==> src/common/rspc_pkg.sv <==
// constants for the reset state priority controller
// assumes a 32-bit register port with byte addresses
package rspc_pkg;
    // register byte offsets
    localparam logic [7:0] RSPC_OFF_CMD  = 8'h00;
    localparam logic [7:0] RSPC_OFF_STAT = 8'h04;
    localparam logic [7:0] RSPC_OFF_MODE = 8'h08;
    // key field, shared by command and mode writes
    localparam int         RSPC_KEY_LSB  = 24;
    localparam int         RSPC_KEY_MSB  = 31;
    localparam logic [7:0] RSPC_KEY_VAL  = 8'hA5;
    // command bits
    localparam int RSPC_CMD_CPU_BIT = 0;
    localparam int RSPC_CMD_PER_BIT = 2;
    localparam int RSPC_CMD_PIN_BIT = 3;
    // status fields
    localparam int RSPC_ST_EDGE_BIT  = 0;
    localparam int RSPC_ST_CAUSE_LSB = 8;
    localparam int RSPC_ST_LEVEL_BIT = 16;
    localparam int RSPC_ST_BUSY_BIT  = 17;
    // mode fields
    localparam int RSPC_MD_UEN_BIT = 0;
    localparam int RSPC_MD_IEN_BIT = 4;
    localparam int RSPC_MD_LEN_LSB = 8;
    localparam int RSPC_MD_LEN_MSB = 11;
    // reset-cause codes and reset values
    localparam logic [2:0] RSPC_CAUSE_GEN  = 3'h0;
    localparam logic [2:0] RSPC_CAUSE_WAKE = 3'h1;
    localparam logic [2:0] RSPC_CAUSE_WDOG = 3'h2;
    localparam logic [2:0] RSPC_CAUSE_SW   = 3'h3;
    localparam logic [2:0] RSPC_CAUSE_USER = 3'h4;
    localparam logic [31:0] RSPC_STAT_RST  = 32'h0000_0001;
    localparam logic [31:0] RSPC_STAT_BKP  = 32'h0000_0000;
    localparam logic [3:0]  RSPC_LEN_RST   = 4'h0;
    // timing in slow clock cycles
    localparam logic [2:0] RSPC_SOFT_TICKS    = 3'h2;
    localparam logic [2:0] RSPC_WDOG_TICKS    = 3'h2;
    localparam logic [2:0] RSPC_STARTUP_TICKS = 3'h2;
    localparam logic [2:0] RSPC_RESYNC_TICKS  = 3'h2;
    localparam logic [16:0] RSPC_PULSE_ONE    = 17'h0_0001;
    // reset states
    typedef enum logic [5:0] {
        RSPC_IDLE   = 6'b00_0001,
        RSPC_BACKUP = 6'b00_0010,
        RSPC_WAKE   = 6'b00_0100,
        RSPC_WDOG   = 6'b00_1000,
        RSPC_SOFT   = 6'b01_0000,
        RSPC_USER   = 6'b10_0000
    } rspc_state_t;
endpackage : rspc_pkg

==> src/logic/rspc_ctrl.sv <==
// reset state priority controller: arbitration, pin pulse, registers
// assumes master clock clk, slow clock and pins arrive asynchronously,
// watchdog fault and its proc-only flag come from the clk domain
//
// How it works
// - backup beats wake-up beats watchdog beats software beats user reset
// - no software reset accepted while in user reset
// - watchdog fault during software reset moves to watchdog reset
// - pin level ignored during software reset
// - watchdog reset blocks user reset and software commands
// - busy bit 17 set while software reset runs, clears at its end
// - level bit 16 holds the pin sampled every master clock edge
// - pin falling edge sets sticky edge bit 0
// - interrupt while edge bit, irq enable bit 4, user reset disabled
// - status read clears edge bit and so the interrupt
// - keyed command: bit 0 cpu, bit 2 peripherals, bit 3 pin
// - command and mode writes need key 0xA5 in bits 31..24
// - cause codes: 0 general, 1 wake, 2 watchdog, 3 software, 4 user
// - status read leaves the cause field alone
// - status resets to 1 after core reset, 0 after backup reset
// - user enable set: pin low starts user reset; clear: never
// - pin driven low 2^(len+1) slow cycles, len in mode bits 11..8
// - software reset ends on the second slow clock tick after it starts
// - command writes ignored while busy
// - own pin drive never starts a user reset
// - user reset ends after pin high for resync plus startup cycles
`timescale 1ns/100ps
module rspc_ctrl
    import rspc_pkg::*;
#(
    parameter int ADDR_W = 8
) (
    input  wire logic              clk,
    input  wire logic              rst,
    input  wire logic [ADDR_W-1:0] addr,
    input  wire logic [31:0]       wr_data,
    input  wire logic              wr_en,
    input  wire logic              rd_en,
    output logic      [31:0]       rd_data,
    input  wire logic              slow_clock,
    input  wire logic              pin_reset_in,
    output logic                   pin_reset_out,
    output logic                   pin_reset_oe_n,
    input  wire logic              backup_reset_in,
    input  wire logic              core_reset_in,
    input  wire logic              wdog_fault,
    input  wire logic              wdog_proc_only,
    output logic                   cpu_reset,
    output logic                   periph_reset,
    output logic                   ctrl_irq
);

    rspc_state_t state_r;
    rspc_state_t state_nxt;
    logic        pin_s1, pin_s2, pin_s3;
    logic        slk_s1, slk_s2, slk_s3;
    logic        bkp_s1, bkp_s2;
    logic        core_s1, core_s2;
    logic        slow_tick, pin_fall;
    logic        cmd_wr, mode_wr, stat_rd, key_ok, cmd_any, cmd_take;
    logic        sw_busy_r, cmd_cpu_r, cmd_per_r, cmd_pin_r;
    logic        wproc_r;
    logic [2:0]  hold_cnt_r, hold_lim;
    logic        hold_clr, hold_done;
    logic        user_go, self_mask;
    logic [2:0]  drv_d_r;
    logic [16:0] ext_cnt_r, ext_cnt_nxt;
    logic        pulse_start;
    logic        edge_r, pin_level_r;
    logic [2:0]  cause_r;
    logic        mode_uen_r, mode_ien_r;
    logic [3:0]  mode_len_r;

    // two-flop synchronisers; pin and slow clock get a third flop, edge logic compares taps two and three
    always_ff @(posedge clk or posedge rst) begin
        if (rst) begin
            pin_s1  <= 1'b1;
            pin_s2  <= 1'b1;
            pin_s3  <= 1'b1;
            slk_s1  <= 1'b0;
            slk_s2  <= 1'b0;
            slk_s3  <= 1'b0;
            bkp_s1  <= 1'b0;
            bkp_s2  <= 1'b0;
            core_s1 <= 1'b0;
            core_s2 <= 1'b0;
        end else begin
            pin_s1  <= pin_reset_in;
            pin_s2  <= pin_s1;
            pin_s3  <= pin_s2;
            slk_s1  <= slow_clock;
            slk_s2  <= slk_s1;
            slk_s3  <= slk_s2;
            bkp_s1  <= backup_reset_in;
            bkp_s2  <= bkp_s1;
            core_s1 <= core_reset_in;
            core_s2 <= core_s1;
        end
    end

    // slow clock rising edge as a one-cycle tick
    assign slow_tick = slk_s2 & ~slk_s3;
    assign pin_fall  = pin_s3 & ~pin_s2;

    // register decode
    assign cmd_wr  = wr_en && (addr == ADDR_W'(RSPC_OFF_CMD));
    assign mode_wr = wr_en && (addr == ADDR_W'(RSPC_OFF_MODE));
    assign stat_rd = rd_en && (addr == ADDR_W'(RSPC_OFF_STAT));
    assign key_ok  = wr_data[RSPC_KEY_MSB:RSPC_KEY_LSB] == RSPC_KEY_VAL;
    assign cmd_any = wr_data[RSPC_CMD_CPU_BIT] |
                     wr_data[RSPC_CMD_PER_BIT] |
                     wr_data[RSPC_CMD_PIN_BIT];
    // only idle takes a command: user and watchdog states hold the cpu
    assign cmd_take = cmd_wr && key_ok && cmd_any
                   && !sw_busy_r
                   && state_r == RSPC_IDLE
                   && !wdog_fault && !bkp_s2 && !core_s2;

    // our own drive and its trip back through the pin synchroniser
    assign self_mask = !pin_reset_oe_n || (drv_d_r != 3'h0);
    assign user_go   = mode_uen_r && !pin_s2 && !self_mask;

    // cycles a state holds once its cause has gone
    always_comb begin
        unique case (state_r)
            RSPC_USER: hold_lim = RSPC_RESYNC_TICKS
                                + RSPC_STARTUP_TICKS;
            RSPC_WDOG: hold_lim = RSPC_WDOG_TICKS;
            RSPC_SOFT: hold_lim = RSPC_SOFT_TICKS;
            default:   hold_lim = RSPC_STARTUP_TICKS;
        endcase
    end

    assign hold_clr = (state_r == RSPC_BACKUP && bkp_s2)
                   || (state_r == RSPC_WAKE && core_s2)
                   || (state_r == RSPC_USER && !pin_s2);
    assign hold_done = slow_tick && !hold_clr
                    && (hold_cnt_r == hold_lim - 3'h1);

    // priority arbitration of reset sources
    always_comb begin
        state_nxt = state_r;
        if (bkp_s2) begin
            state_nxt = RSPC_BACKUP;
        end else if (core_s2) begin
            state_nxt = RSPC_WAKE;
        end else begin
            unique case (state_r)
                RSPC_IDLE: begin
                    if (wdog_fault) begin
                        state_nxt = RSPC_WDOG;
                    end else if (sw_busy_r) begin
                        state_nxt = RSPC_SOFT;
                    end else if (user_go) begin
                        state_nxt = RSPC_USER;
                    end
                end
                RSPC_SOFT: begin
                    // pin is not looked at here
                    if (wdog_fault) begin
                        state_nxt = RSPC_WDOG;
                    end else if (hold_done) begin
                        state_nxt = RSPC_IDLE;
                    end
                end
                // no way from watchdog or user into another reset
                RSPC_BACKUP, RSPC_WAKE, RSPC_WDOG, RSPC_USER: begin
                    if (hold_done) begin
                        state_nxt = RSPC_IDLE;
                    end
                end
            endcase
        end
    end

    // state and hold counter
    always_ff @(posedge clk or posedge rst) begin
        if (rst) begin
            state_r    <= RSPC_IDLE;
            hold_cnt_r <= 3'h0;
        end else begin
            state_r <= state_nxt;
            if (state_nxt != state_r || hold_clr) begin
                hold_cnt_r <= 3'h0;
            end else if (slow_tick) begin
                hold_cnt_r <= hold_cnt_r + 3'h1;
            end
        end
    end

    // software command latch and busy flag
    always_ff @(posedge clk or posedge rst) begin
        if (rst) begin
            sw_busy_r <= 1'b0;
            cmd_cpu_r <= 1'b0;
            cmd_per_r <= 1'b0;
            cmd_pin_r <= 1'b0;
        end else if (cmd_take) begin
            sw_busy_r <= 1'b1;
            cmd_cpu_r <= wr_data[RSPC_CMD_CPU_BIT];
            cmd_per_r <= wr_data[RSPC_CMD_PER_BIT];
            cmd_pin_r <= wr_data[RSPC_CMD_PIN_BIT];
        end else if (sw_busy_r && state_nxt != RSPC_SOFT) begin
            // end of soft, or a higher reset beat it: the command is dropped
            sw_busy_r <= 1'b0;
            cmd_cpu_r <= 1'b0;
            cmd_per_r <= 1'b0;
            cmd_pin_r <= 1'b0;
        end
    end

    // watchdog flavour is caught on entry and held for the state
    always_ff @(posedge clk or posedge rst) begin
        if (rst) begin
            wproc_r <= 1'b0;
        end else if (state_nxt == RSPC_WDOG
                     && state_r != RSPC_WDOG) begin
            wproc_r <= wdog_proc_only;
        end
    end

    // pin pulse: which entries drive the line low; backup and wake reload it on every cycle they last
    assign pulse_start = (state_nxt != state_r) && (
                 (state_nxt == RSPC_WDOG && !wdog_proc_only)
              || (state_nxt == RSPC_SOFT && cmd_pin_r)
              || state_nxt == RSPC_USER)
              || state_nxt == RSPC_BACKUP
              || state_nxt == RSPC_WAKE;

    always_comb begin
        if (pulse_start) begin
            ext_cnt_nxt = RSPC_PULSE_ONE
                        << ({1'b0, mode_len_r} + 5'h01);
        end else if (slow_tick && ext_cnt_r != 17'h0_0000) begin
            ext_cnt_nxt = ext_cnt_r - RSPC_PULSE_ONE;
        end else begin
            ext_cnt_nxt = ext_cnt_r;
        end
    end

    // open-drain pin: value is always low, enable does the work
    always_ff @(posedge clk or posedge rst) begin
        if (rst) begin
            ext_cnt_r      <= 17'h0_0000;
            pin_reset_out  <= 1'b0;
            pin_reset_oe_n <= 1'b1;
            drv_d_r        <= 3'h0;
        end else begin
            ext_cnt_r      <= ext_cnt_nxt;
            pin_reset_out  <= 1'b0;
            pin_reset_oe_n <= (ext_cnt_nxt == 17'h0_0000);
            drv_d_r        <= {drv_d_r[1:0], !pin_reset_oe_n};
        end
    end

    // internal reset outputs follow the next state, so no lag
    always_ff @(posedge clk or posedge rst) begin
        if (rst) begin
            cpu_reset    <= 1'b0;
            periph_reset <= 1'b0;
        end else begin
            cpu_reset <= state_nxt == RSPC_BACKUP
                      || state_nxt == RSPC_WAKE
                      || state_nxt == RSPC_WDOG
                      || state_nxt == RSPC_USER
                      || (state_nxt == RSPC_SOFT && cmd_cpu_r);
            periph_reset <= state_nxt == RSPC_BACKUP
                      || state_nxt == RSPC_WAKE
                      || state_nxt == RSPC_USER
                      || (state_nxt == RSPC_WDOG && (state_r ==
                          RSPC_WDOG ? !wproc_r : !wdog_proc_only))
                      || (state_nxt == RSPC_SOFT && cmd_per_r);
        end
    end

    // cause is loaded when the cpu reset is let go, and set to its backup value while backup reset is seen
    always_ff @(posedge clk or posedge rst) begin
        if (rst) begin
            cause_r <= RSPC_STAT_RST[RSPC_ST_CAUSE_LSB+:3];
        end else if (state_r != RSPC_IDLE
                     && state_nxt == RSPC_IDLE) begin
            unique case (state_r)
                RSPC_BACKUP: cause_r <= RSPC_CAUSE_GEN;
                RSPC_WAKE:   cause_r <= RSPC_CAUSE_WAKE;
                RSPC_WDOG:   cause_r <= RSPC_CAUSE_WDOG;
                RSPC_USER:   cause_r <= RSPC_CAUSE_USER;
                default: begin
                    if (cmd_cpu_r) begin
                        cause_r <= RSPC_CAUSE_SW;
                    end
                end
            endcase
        end else if (bkp_s2) begin
            cause_r <= RSPC_STAT_BKP[RSPC_ST_CAUSE_LSB+:3];
        end
    end

    // sticky edge flag; a new edge wins over the read that clears
    always_ff @(posedge clk or posedge rst) begin
        if (rst) begin
            edge_r      <= RSPC_STAT_RST[RSPC_ST_EDGE_BIT];
            pin_level_r <= 1'b1;
        end else begin
            pin_level_r <= pin_s2;
            if (bkp_s2) begin
                edge_r <= RSPC_STAT_BKP[RSPC_ST_EDGE_BIT];
            end else if (pin_fall) begin
                edge_r <= 1'b1;
            end else if (stat_rd) begin
                edge_r <= 1'b0;
            end
        end
    end

    // mode register, backed-up fields cleared by backup reset
    always_ff @(posedge clk or posedge rst) begin
        if (rst) begin
            mode_uen_r <= 1'b0;
            mode_ien_r <= 1'b0;
            mode_len_r <= RSPC_LEN_RST;
        end else if (bkp_s2) begin
            mode_uen_r <= 1'b0;
            mode_ien_r <= 1'b0;
            mode_len_r <= RSPC_LEN_RST;
        end else if (mode_wr && key_ok) begin
            mode_uen_r <= wr_data[RSPC_MD_UEN_BIT];
            mode_ien_r <= wr_data[RSPC_MD_IEN_BIT];
            mode_len_r <= wr_data[RSPC_MD_LEN_MSB:RSPC_MD_LEN_LSB];
        end
    end

    // interrupt is a level, one cycle behind the flag
    always_ff @(posedge clk or posedge rst) begin
        if (rst) begin
            ctrl_irq <= 1'b0;
        end else begin
            ctrl_irq <= edge_r && mode_ien_r && !mode_uen_r;
        end
    end

    // read data stands one cycle after the strobe, zero otherwise
    always_ff @(posedge clk or posedge rst) begin
        if (rst) begin
            rd_data <= 32'h0000_0000;
        end else begin
            rd_data <= 32'h0000_0000;
            if (rd_en && addr == ADDR_W'(RSPC_OFF_STAT)) begin
                rd_data[RSPC_ST_EDGE_BIT]        <= edge_r;
                rd_data[RSPC_ST_CAUSE_LSB+:3]    <= cause_r;
                rd_data[RSPC_ST_LEVEL_BIT]       <= pin_level_r;
                rd_data[RSPC_ST_BUSY_BIT]        <= sw_busy_r;
            end else if (rd_en && addr == ADDR_W'(RSPC_OFF_MODE)) begin
                rd_data[RSPC_MD_UEN_BIT]         <= mode_uen_r;
                rd_data[RSPC_MD_IEN_BIT]         <= mode_ien_r;
                rd_data[RSPC_MD_LEN_MSB:RSPC_MD_LEN_LSB] <= mode_len_r;
            end
        end
    end
endmodule : rspc_ctrl

==> config.mk <==
export PLATFORM = sky130hd
export DESIGN_NAME = rspc_ctrl
export DESIGN_NICKNAME = d
export VERILOG_FILES = /design/src/common/rspc_pkg.sv /design/src/logic/rspc_ctrl.sv
export SDC_FILE = /design/constraint.sdc
export NUM_CORES = 1
export LEC_CHECK = 0
export BUFFER_PORTS_ARGS = -buffer_cell sky130_fd_sc_hd__buf_2
export CAP_MARGIN = 40
export CORE_AREA = 2 2 112 125
export CTS_CLUSTER_SIZE = 40
export DETAILED_ROUTE_END_ITERATION = 10
export DIE_AREA = 0 0 114 127
export GPL_TIMING_DRIVEN = 0
export PLACE_DENSITY = 0.45
export SYNTH_ARGS = -nofsm -noshare
export SYNTH_HDL_FRONTEND = slang
export SYNTH_SLANG_ARGS = --single-unit
==> constraint.sdc <==
create_clock -name clk -period 7.5 [get_ports clk]
set_input_delay 0.75 -clock clk [delete_from_list [all_inputs] [get_ports clk]]
set_output_delay 0.75 -clock clk [all_outputs]
set_load 0.02 [all_outputs]
# --- Word-level counts from Yosys, hierarchy flattened ---
# Cells that the tools add are included.
totals:
  elab_cells: 169
  register_bits: 66
  inputBits: 50
classes:
  n_reduce_logical: 68
  add_sub_neg: 4
  n_mux: 40
  bitwise_logic: 6
  eq_ne: 21
  shift: 1
ops:
  columns: ["op", "count"]
  rows:
  - ["2-to-1 mux 6 bit", 7]
  - ["2-to-1 mux 17 bit", 2]
  - ["logical AND 1 bit", 31]
  - ["2-to-1 mux 3 bit", 7]
  - ["2-to-1 mux 1 bit", 18]
  - ["one-hot mux 6 bit (3 select lines)", 1]
  - ["zero test 17 bit", 1]
  - ["nonzero test 17 bit", 1]
  - ["left shift 1 x 5 -> 17 bit, first input constant", 1]
  - ["subtractor 17 x 1 -> 17 bit, second input constant", 1]
  - ["logical OR 1 bit", 15]
  - ["== test 6 x 1 -> 1 bit, second input constant", 2]
  - ["== test 6 x 2 -> 1 bit, second input constant", 2]
  - ["== test 6 x 3 -> 1 bit, second input constant", 2]
  - ["== test 6 x 4 -> 1 bit, second input constant", 2]
  - ["== test 6 x 5 -> 1 bit, second input constant", 2]
  - ["== test 6 bit, second input constant", 2]
  - ["2-to-1 mux 4 bit", 3]
  - ["one-hot mux 3 bit (4 select lines)", 1]
  - ["zero test 1 bit", 11]
  - ["== test 8 x 3 -> 1 bit, second input constant", 1]
  - ["== test 8 x 4 -> 1 bit, second input constant", 1]
  - ["== test 8 bit, second input constant", 1]
  - ["zero test 8 bit", 1]
  - ["other kinds (17)", 24]

# --- Depth between registers and ports, before layout ---
depth:
  ltp_word: 21
  ltp_mapped: 12
  ltp_nobuf: 9

# --- Worst setup path after synthesis ---
# OpenSTA, ideal clock, no wires.
synth_timing:
  kind: "register -> register"
  from: "reg state_r[4]"
  to: "reg ext_cnt_r[12]"
  setup_time_ns: 0.128
  required_ns: 7.372
  path_buffers: 4
  setup_slack_ns: 4.564
  arrival_time_ns: 2.807
  path_stages_with_launch: 13
  period_less_slack_ns: 2.936
  path_cell_list: "dfrtp_1 -> buf_6 -> or4_4 -> nand2b_1 -> and4_4 -> buf_6 -> o32a_1 -> o211a_1 -> a41o_1 -> o21bai_1 -> buf_6 -> buf_8 -> mux2i_1"
synth_via:
  elab_chain_cells: 20
synth_lines:
  columns: ["element", "line", "text"]
  rows:
  - ["start, declared", "rspc_ctrl.sv:53", "rspc_state_t state_r;"]
  - ["start signal, assigned", "rspc_ctrl.sv:182", "state_r <= state_nxt;"]
  - ["parallel branches: the longest is 18 deep, another holds subtractor 3 x 1 -> 3 bit", null, null]
  - ["logical OR 1 bit *", "rspc_ctrl.sv:228", "|| state_nxt == RSPC_WAKE;"]
  - ["2-to-1 mux 17 bit *", "rspc_ctrl.sv:231", "if (pulse_start) begin"]
  - ["net ext_cnt_nxt[12]", "rspc_ctrl.sv:67", "logic [16:0] ext_cnt_r, ext_cnt_nxt;"]
  - ["end signal, assigned", "rspc_ctrl.sv:249", "ext_cnt_r <= ext_cnt_nxt;"]
  - ["end, declared", "rspc_ctrl.sv:67", null]
# Mark *: on every way through the listed nets, which the timed path passes.
# A chain may end at the register's enable or synchronous reset.

# --- Final worst setup path ---
layout_timing:
  from: "reg state_r[2]"
  to: "reg ext_cnt_r[13]"
# The elaborated chain is that of the path after synthesis.

==> results by stage <==
Critical path:
- The critical path contains buffers and inverters numbering 2 combined.
- The startpoint identified for the worst register-to-register timing path is state_r[2].
- The maximum fanout along the worst path is 10.
- The kind of end point of the critical path is a register.
- The startpoint type of the worst setup path is a register.
- The signal on the critical path passes through nor4_2, nand2_1, a2111oi_4, o31ai_2, a221oi_2, a32oi_1, o21bai_1, buf_6, buf_8, mux2i_1.
- The critical path is of the reg2reg type.
- Grouping stages by cell kind, the critical path spends the most delay in compound AO/OA/AOI/OAI gates.
- The critical path starts at state_r[2].
- The critical path data arrival time is 3.90 ns.
- The highest cell delay on the worst timing path is 0.75 ns.
- For this design, the slowest cell found on the critical path is a2111oi_4.
- At the worst endpoint, the required time is 7.76 ns.

Hold path:
- The path class of the tightest hold or removal check is in2async.

Layout:
- The commonest non-fill, non-tap cell in the layout is dfrtp_1.
- The total number of nets in the final design is 544.
- The synthesis-to-finish area growth is 22.4%.
- The sequential cell area in the final layout is about 0.0017 sq mm.
- Summing all multi-input logic gate instances after layout gives 0.00199 sq mm.
- At the end of the flow the core is filled with cells to 0.365.
- The number of antenna cells inserted is 0.
- The share of layout cells above drive strength 1 is 0.233.
- The count of placed standard cells in the final layout, fillers left out is between 600 and 700.
- In the layout the commonest cells are dfrtp_1, buf_2, nand2_1.
- The number of inserted filler cells in the final layout is 1337.

Placed design:
- At the end of routability-driven placement, the weighted congestion stood at 0.923.
- Including well taps, the total number of placed cells is 642.
- OpenSTA, run right after detailed placement, puts the worst setup slack at 3.93 ns.
- The HPWL reported at the end of detailed placement is 7370 um.
- In this run the tool buffered the top-level ports with between 40 and 50 buffer cells.

Synthesis:
- The cell count after synthesis is 410.
- For this run, asynchronously set or reset flops after synthesis account for 1.00.
- The Yosys step of the flow raised 0 warnings.
- After synthesis the netlist holds a flip-flop and latch count of 66.
- Among all flip-flop cells after synthesis, the most frequent one is dfrtp_1.
- The mapped cell area is 0.00391 sq mm.
- The share of the Yosys chip area taken by registers is 0.424.
- In this run, distinct cell masters in the synthesized netlist total 68.
- The mean instance size in the synthesized netlist is roughly 9.5 sq um.
- The number of synthesized flops with an enable pin is 0.

STA:
- The count of final hold-check violations is 0.
- Setup repair after global routing left no endpoint under its margin.
- The worst setup margin is 3.86 ns.
- For this run, the top clock speed supported by timing is about 270 MHz.
- Of the available clock period, the critical path in the final layout requires 0.485.
- Setup violations remaining at the end of the flow were counted as 0.
- For the pin with the worst max-slew slack, the measured transition is 0.857 ns.
- The remaining max-slew budget at the tightest pin is 0.428.
- The setup total negative slack is 0 ns.
- The setup clock skew after layout is just under 0.009 ns.
- The max-slew violation count was 0.
- The worst path needs 3.64 ns of the cycle, external delays included.

Global route:
- The global-route wire length before repair is 16200 um.
- Entering global routing, the biggest net connects between 50 and 60 pins.
- The number of antenna violations at the first check in global routing is 0.
- The aggregate global routing overflow is 0.
- The via count of the first global-routing pass is 3114.
- The total routing resource utilization after global routing is 0.142.

Drt:
- The total number of vias is around 3200.
- The total DRC errors in the routed layout is 0.
- The number of DRC violations after detailed-routing iteration 0 is 173.
- The detailed-route wire length per cell is 15.2 um.
- The post-detailed-route count of antenna-violating nets is 0.
- The routed design has around 10000 um of wire.
- For this run, the detailed router's first-pass iteration total came to 4.
- The via-per-instance ratio is roughly 4.9.

Power:
- The internal portion of the total power is 717 uW.
- The total power density per cell area is ~200 mW/mm^2.
- The proportion of power drawn by combinational gates is 0.140.
- The sequential fraction of design power is 0.383.
- Of the total power, the clock network draws 0.476.
- The switching power of the nets is 257 uW.
- The worst ir drop on vdd is 0.115 mV.
- The standby leakage power is 0.00228 uW.
- Of the total power, the share spent switching nets is 0.264.

Floorplan:
- The number of rows created at floorplan is between 40 and 50.
- The die covers 0.0145 sq mm.
- The horizontal die dimension is 114 um.
- 87 I/O pins were placed.
- The initial utilization of the core area, before any placement, comes to 0.299.
- The die is 127 um tall.
- The area of the core is 0.0131 sq mm.

Clock tree:
- TritonCTS built the clock tree.
- The clock root buffer master is clkbuf_16.
- The number of buffers inserted by post-CTS setup repair is 0.
- In this run the deepest clock path goes through 2 buffers.
- The number of clock sinks seen by CTS is 66.
- Clock-pin slew was measured on the worst setup and hold paths at 0.06 ns.
- At the later pin of the worst-skew pair, clock insertion delay measures 0.34 ns.
- Hold repair after CTS inserted 0 buffers.
- The number of clock buffers inserted by TritonCTS is 9.
- In this run the number of H-tree levels came out at 3.
- The post-cts repair resize count is 0.

Run:
- Across the run, the number of max-cap violations was 0.

Run status:
- The flow ran to the end, and the final reports show no timing, DRC or antenna violations.
flip-flops by register name, summed over array words and instances (netlist names), 3 cells and up:
name / count
ext_cnt_r: 17
hold_cnt_r: 3
rd_data: 8
state_r: 6
mode_len_r: 4
drv_d_r: 3
cause_r: 3
per-stage QoR:
step	hold slack, ns	total power, uW	instance area [sq um]
5_1_grt	0.364	1020	4790
6_report	0.347	974	4790
3_5_place_dp	0.337	516	4460
2_1_floorplan	0.331	479	4000
4_1_cts	0.350	986	4790
3_3_place_gp	0.333	514	4430
routing by layer:
metal	GRT usage	wire, um
met1	0.185	4520
met2	0.232	4870
met3	0.0313	409
met4	0.0509	179
met5	0	0
cell families (layout without fill, tap and decap cells):
kind of cell / Yosys count / count (layout) / share of synthesized area
multiplexers: 27 / 27 / 0.0697
AND/OR/NAND/NOR: 170 / 170 / 0.232
flip-flops: 66 / 66 / 0.424
other: 1 / 25 / 0.000958
XOR/XNOR: 18 / 18 / 0.0403
adder cells (fa/ha/maj): 2 / 2 / 0.00639
AO/OA/AOI/OAI: 68 / 68 / 0.137
buffers and inverters: 58 / 121 / 0.0892
layout make-up:
type	count	area share
Buffer	44	0.0619
Timing Repair Buffer	47	0.0536
Multi-Input combinational cell	310	0.417
Clock buffer	9	0.0470
Sequential cell	66	0.346
Inverter	14	0.0115
Tap cell	161	0.0421
Clock inverter	7	0.0209
cell usage after synthesis, drive strengths merged (3+ instances only):
master,n,area (sq um)
buf,33,255
a22o,4,35.0
o21ai,10,50.1
xor2,8,70.1
nor2b,7,43.8
clkbuf,11,41.3
dfstp,6,158
o21a,3,22.5
nand4,7,43.8
nor3,11,60.1
a21oi,10,50.1
nor2,36,135
inv,14,52.6
nand2b,8,50.1
o31ai,6,50.1
dfrtp,60,1500
or3,4,25.0
nand3,15,75.1
and2,8,50.1
o32a,3,30.0
mux2i,25,250
nor4,9,68.8
nor3b,4,30.0
nand2,38,143
xnor2,10,87.6
or4,5,41.3
or2,3,18.8
nand3b,9,67.6
power groups by stage:
stage                     Combinational [uW]  Clock (uW)  Sequential, uW
final                                    137         464             374
after global routing                     149         494             375
after CTS                                137         476             373
after detailed placement                 136           0             380
after global placement                   134           0             380
after floorplan                         99.3           0             380
path summary, 6_finish.rpt:
kind	to	slack, ns	cells past startpoint
hold reg to reg	core_s2	0.35	0
setup / recovery	ext_cnt_r[13]	3.86	10
min in group clk	core_s2	0.35	0
setup reg to reg	ext_cnt_r[13]	3.86	10
max in group asynchronous	edge_r	6.57	3
hold / removal	state_r[3]	0.35	2
Power figures use the tool's default switching activity.
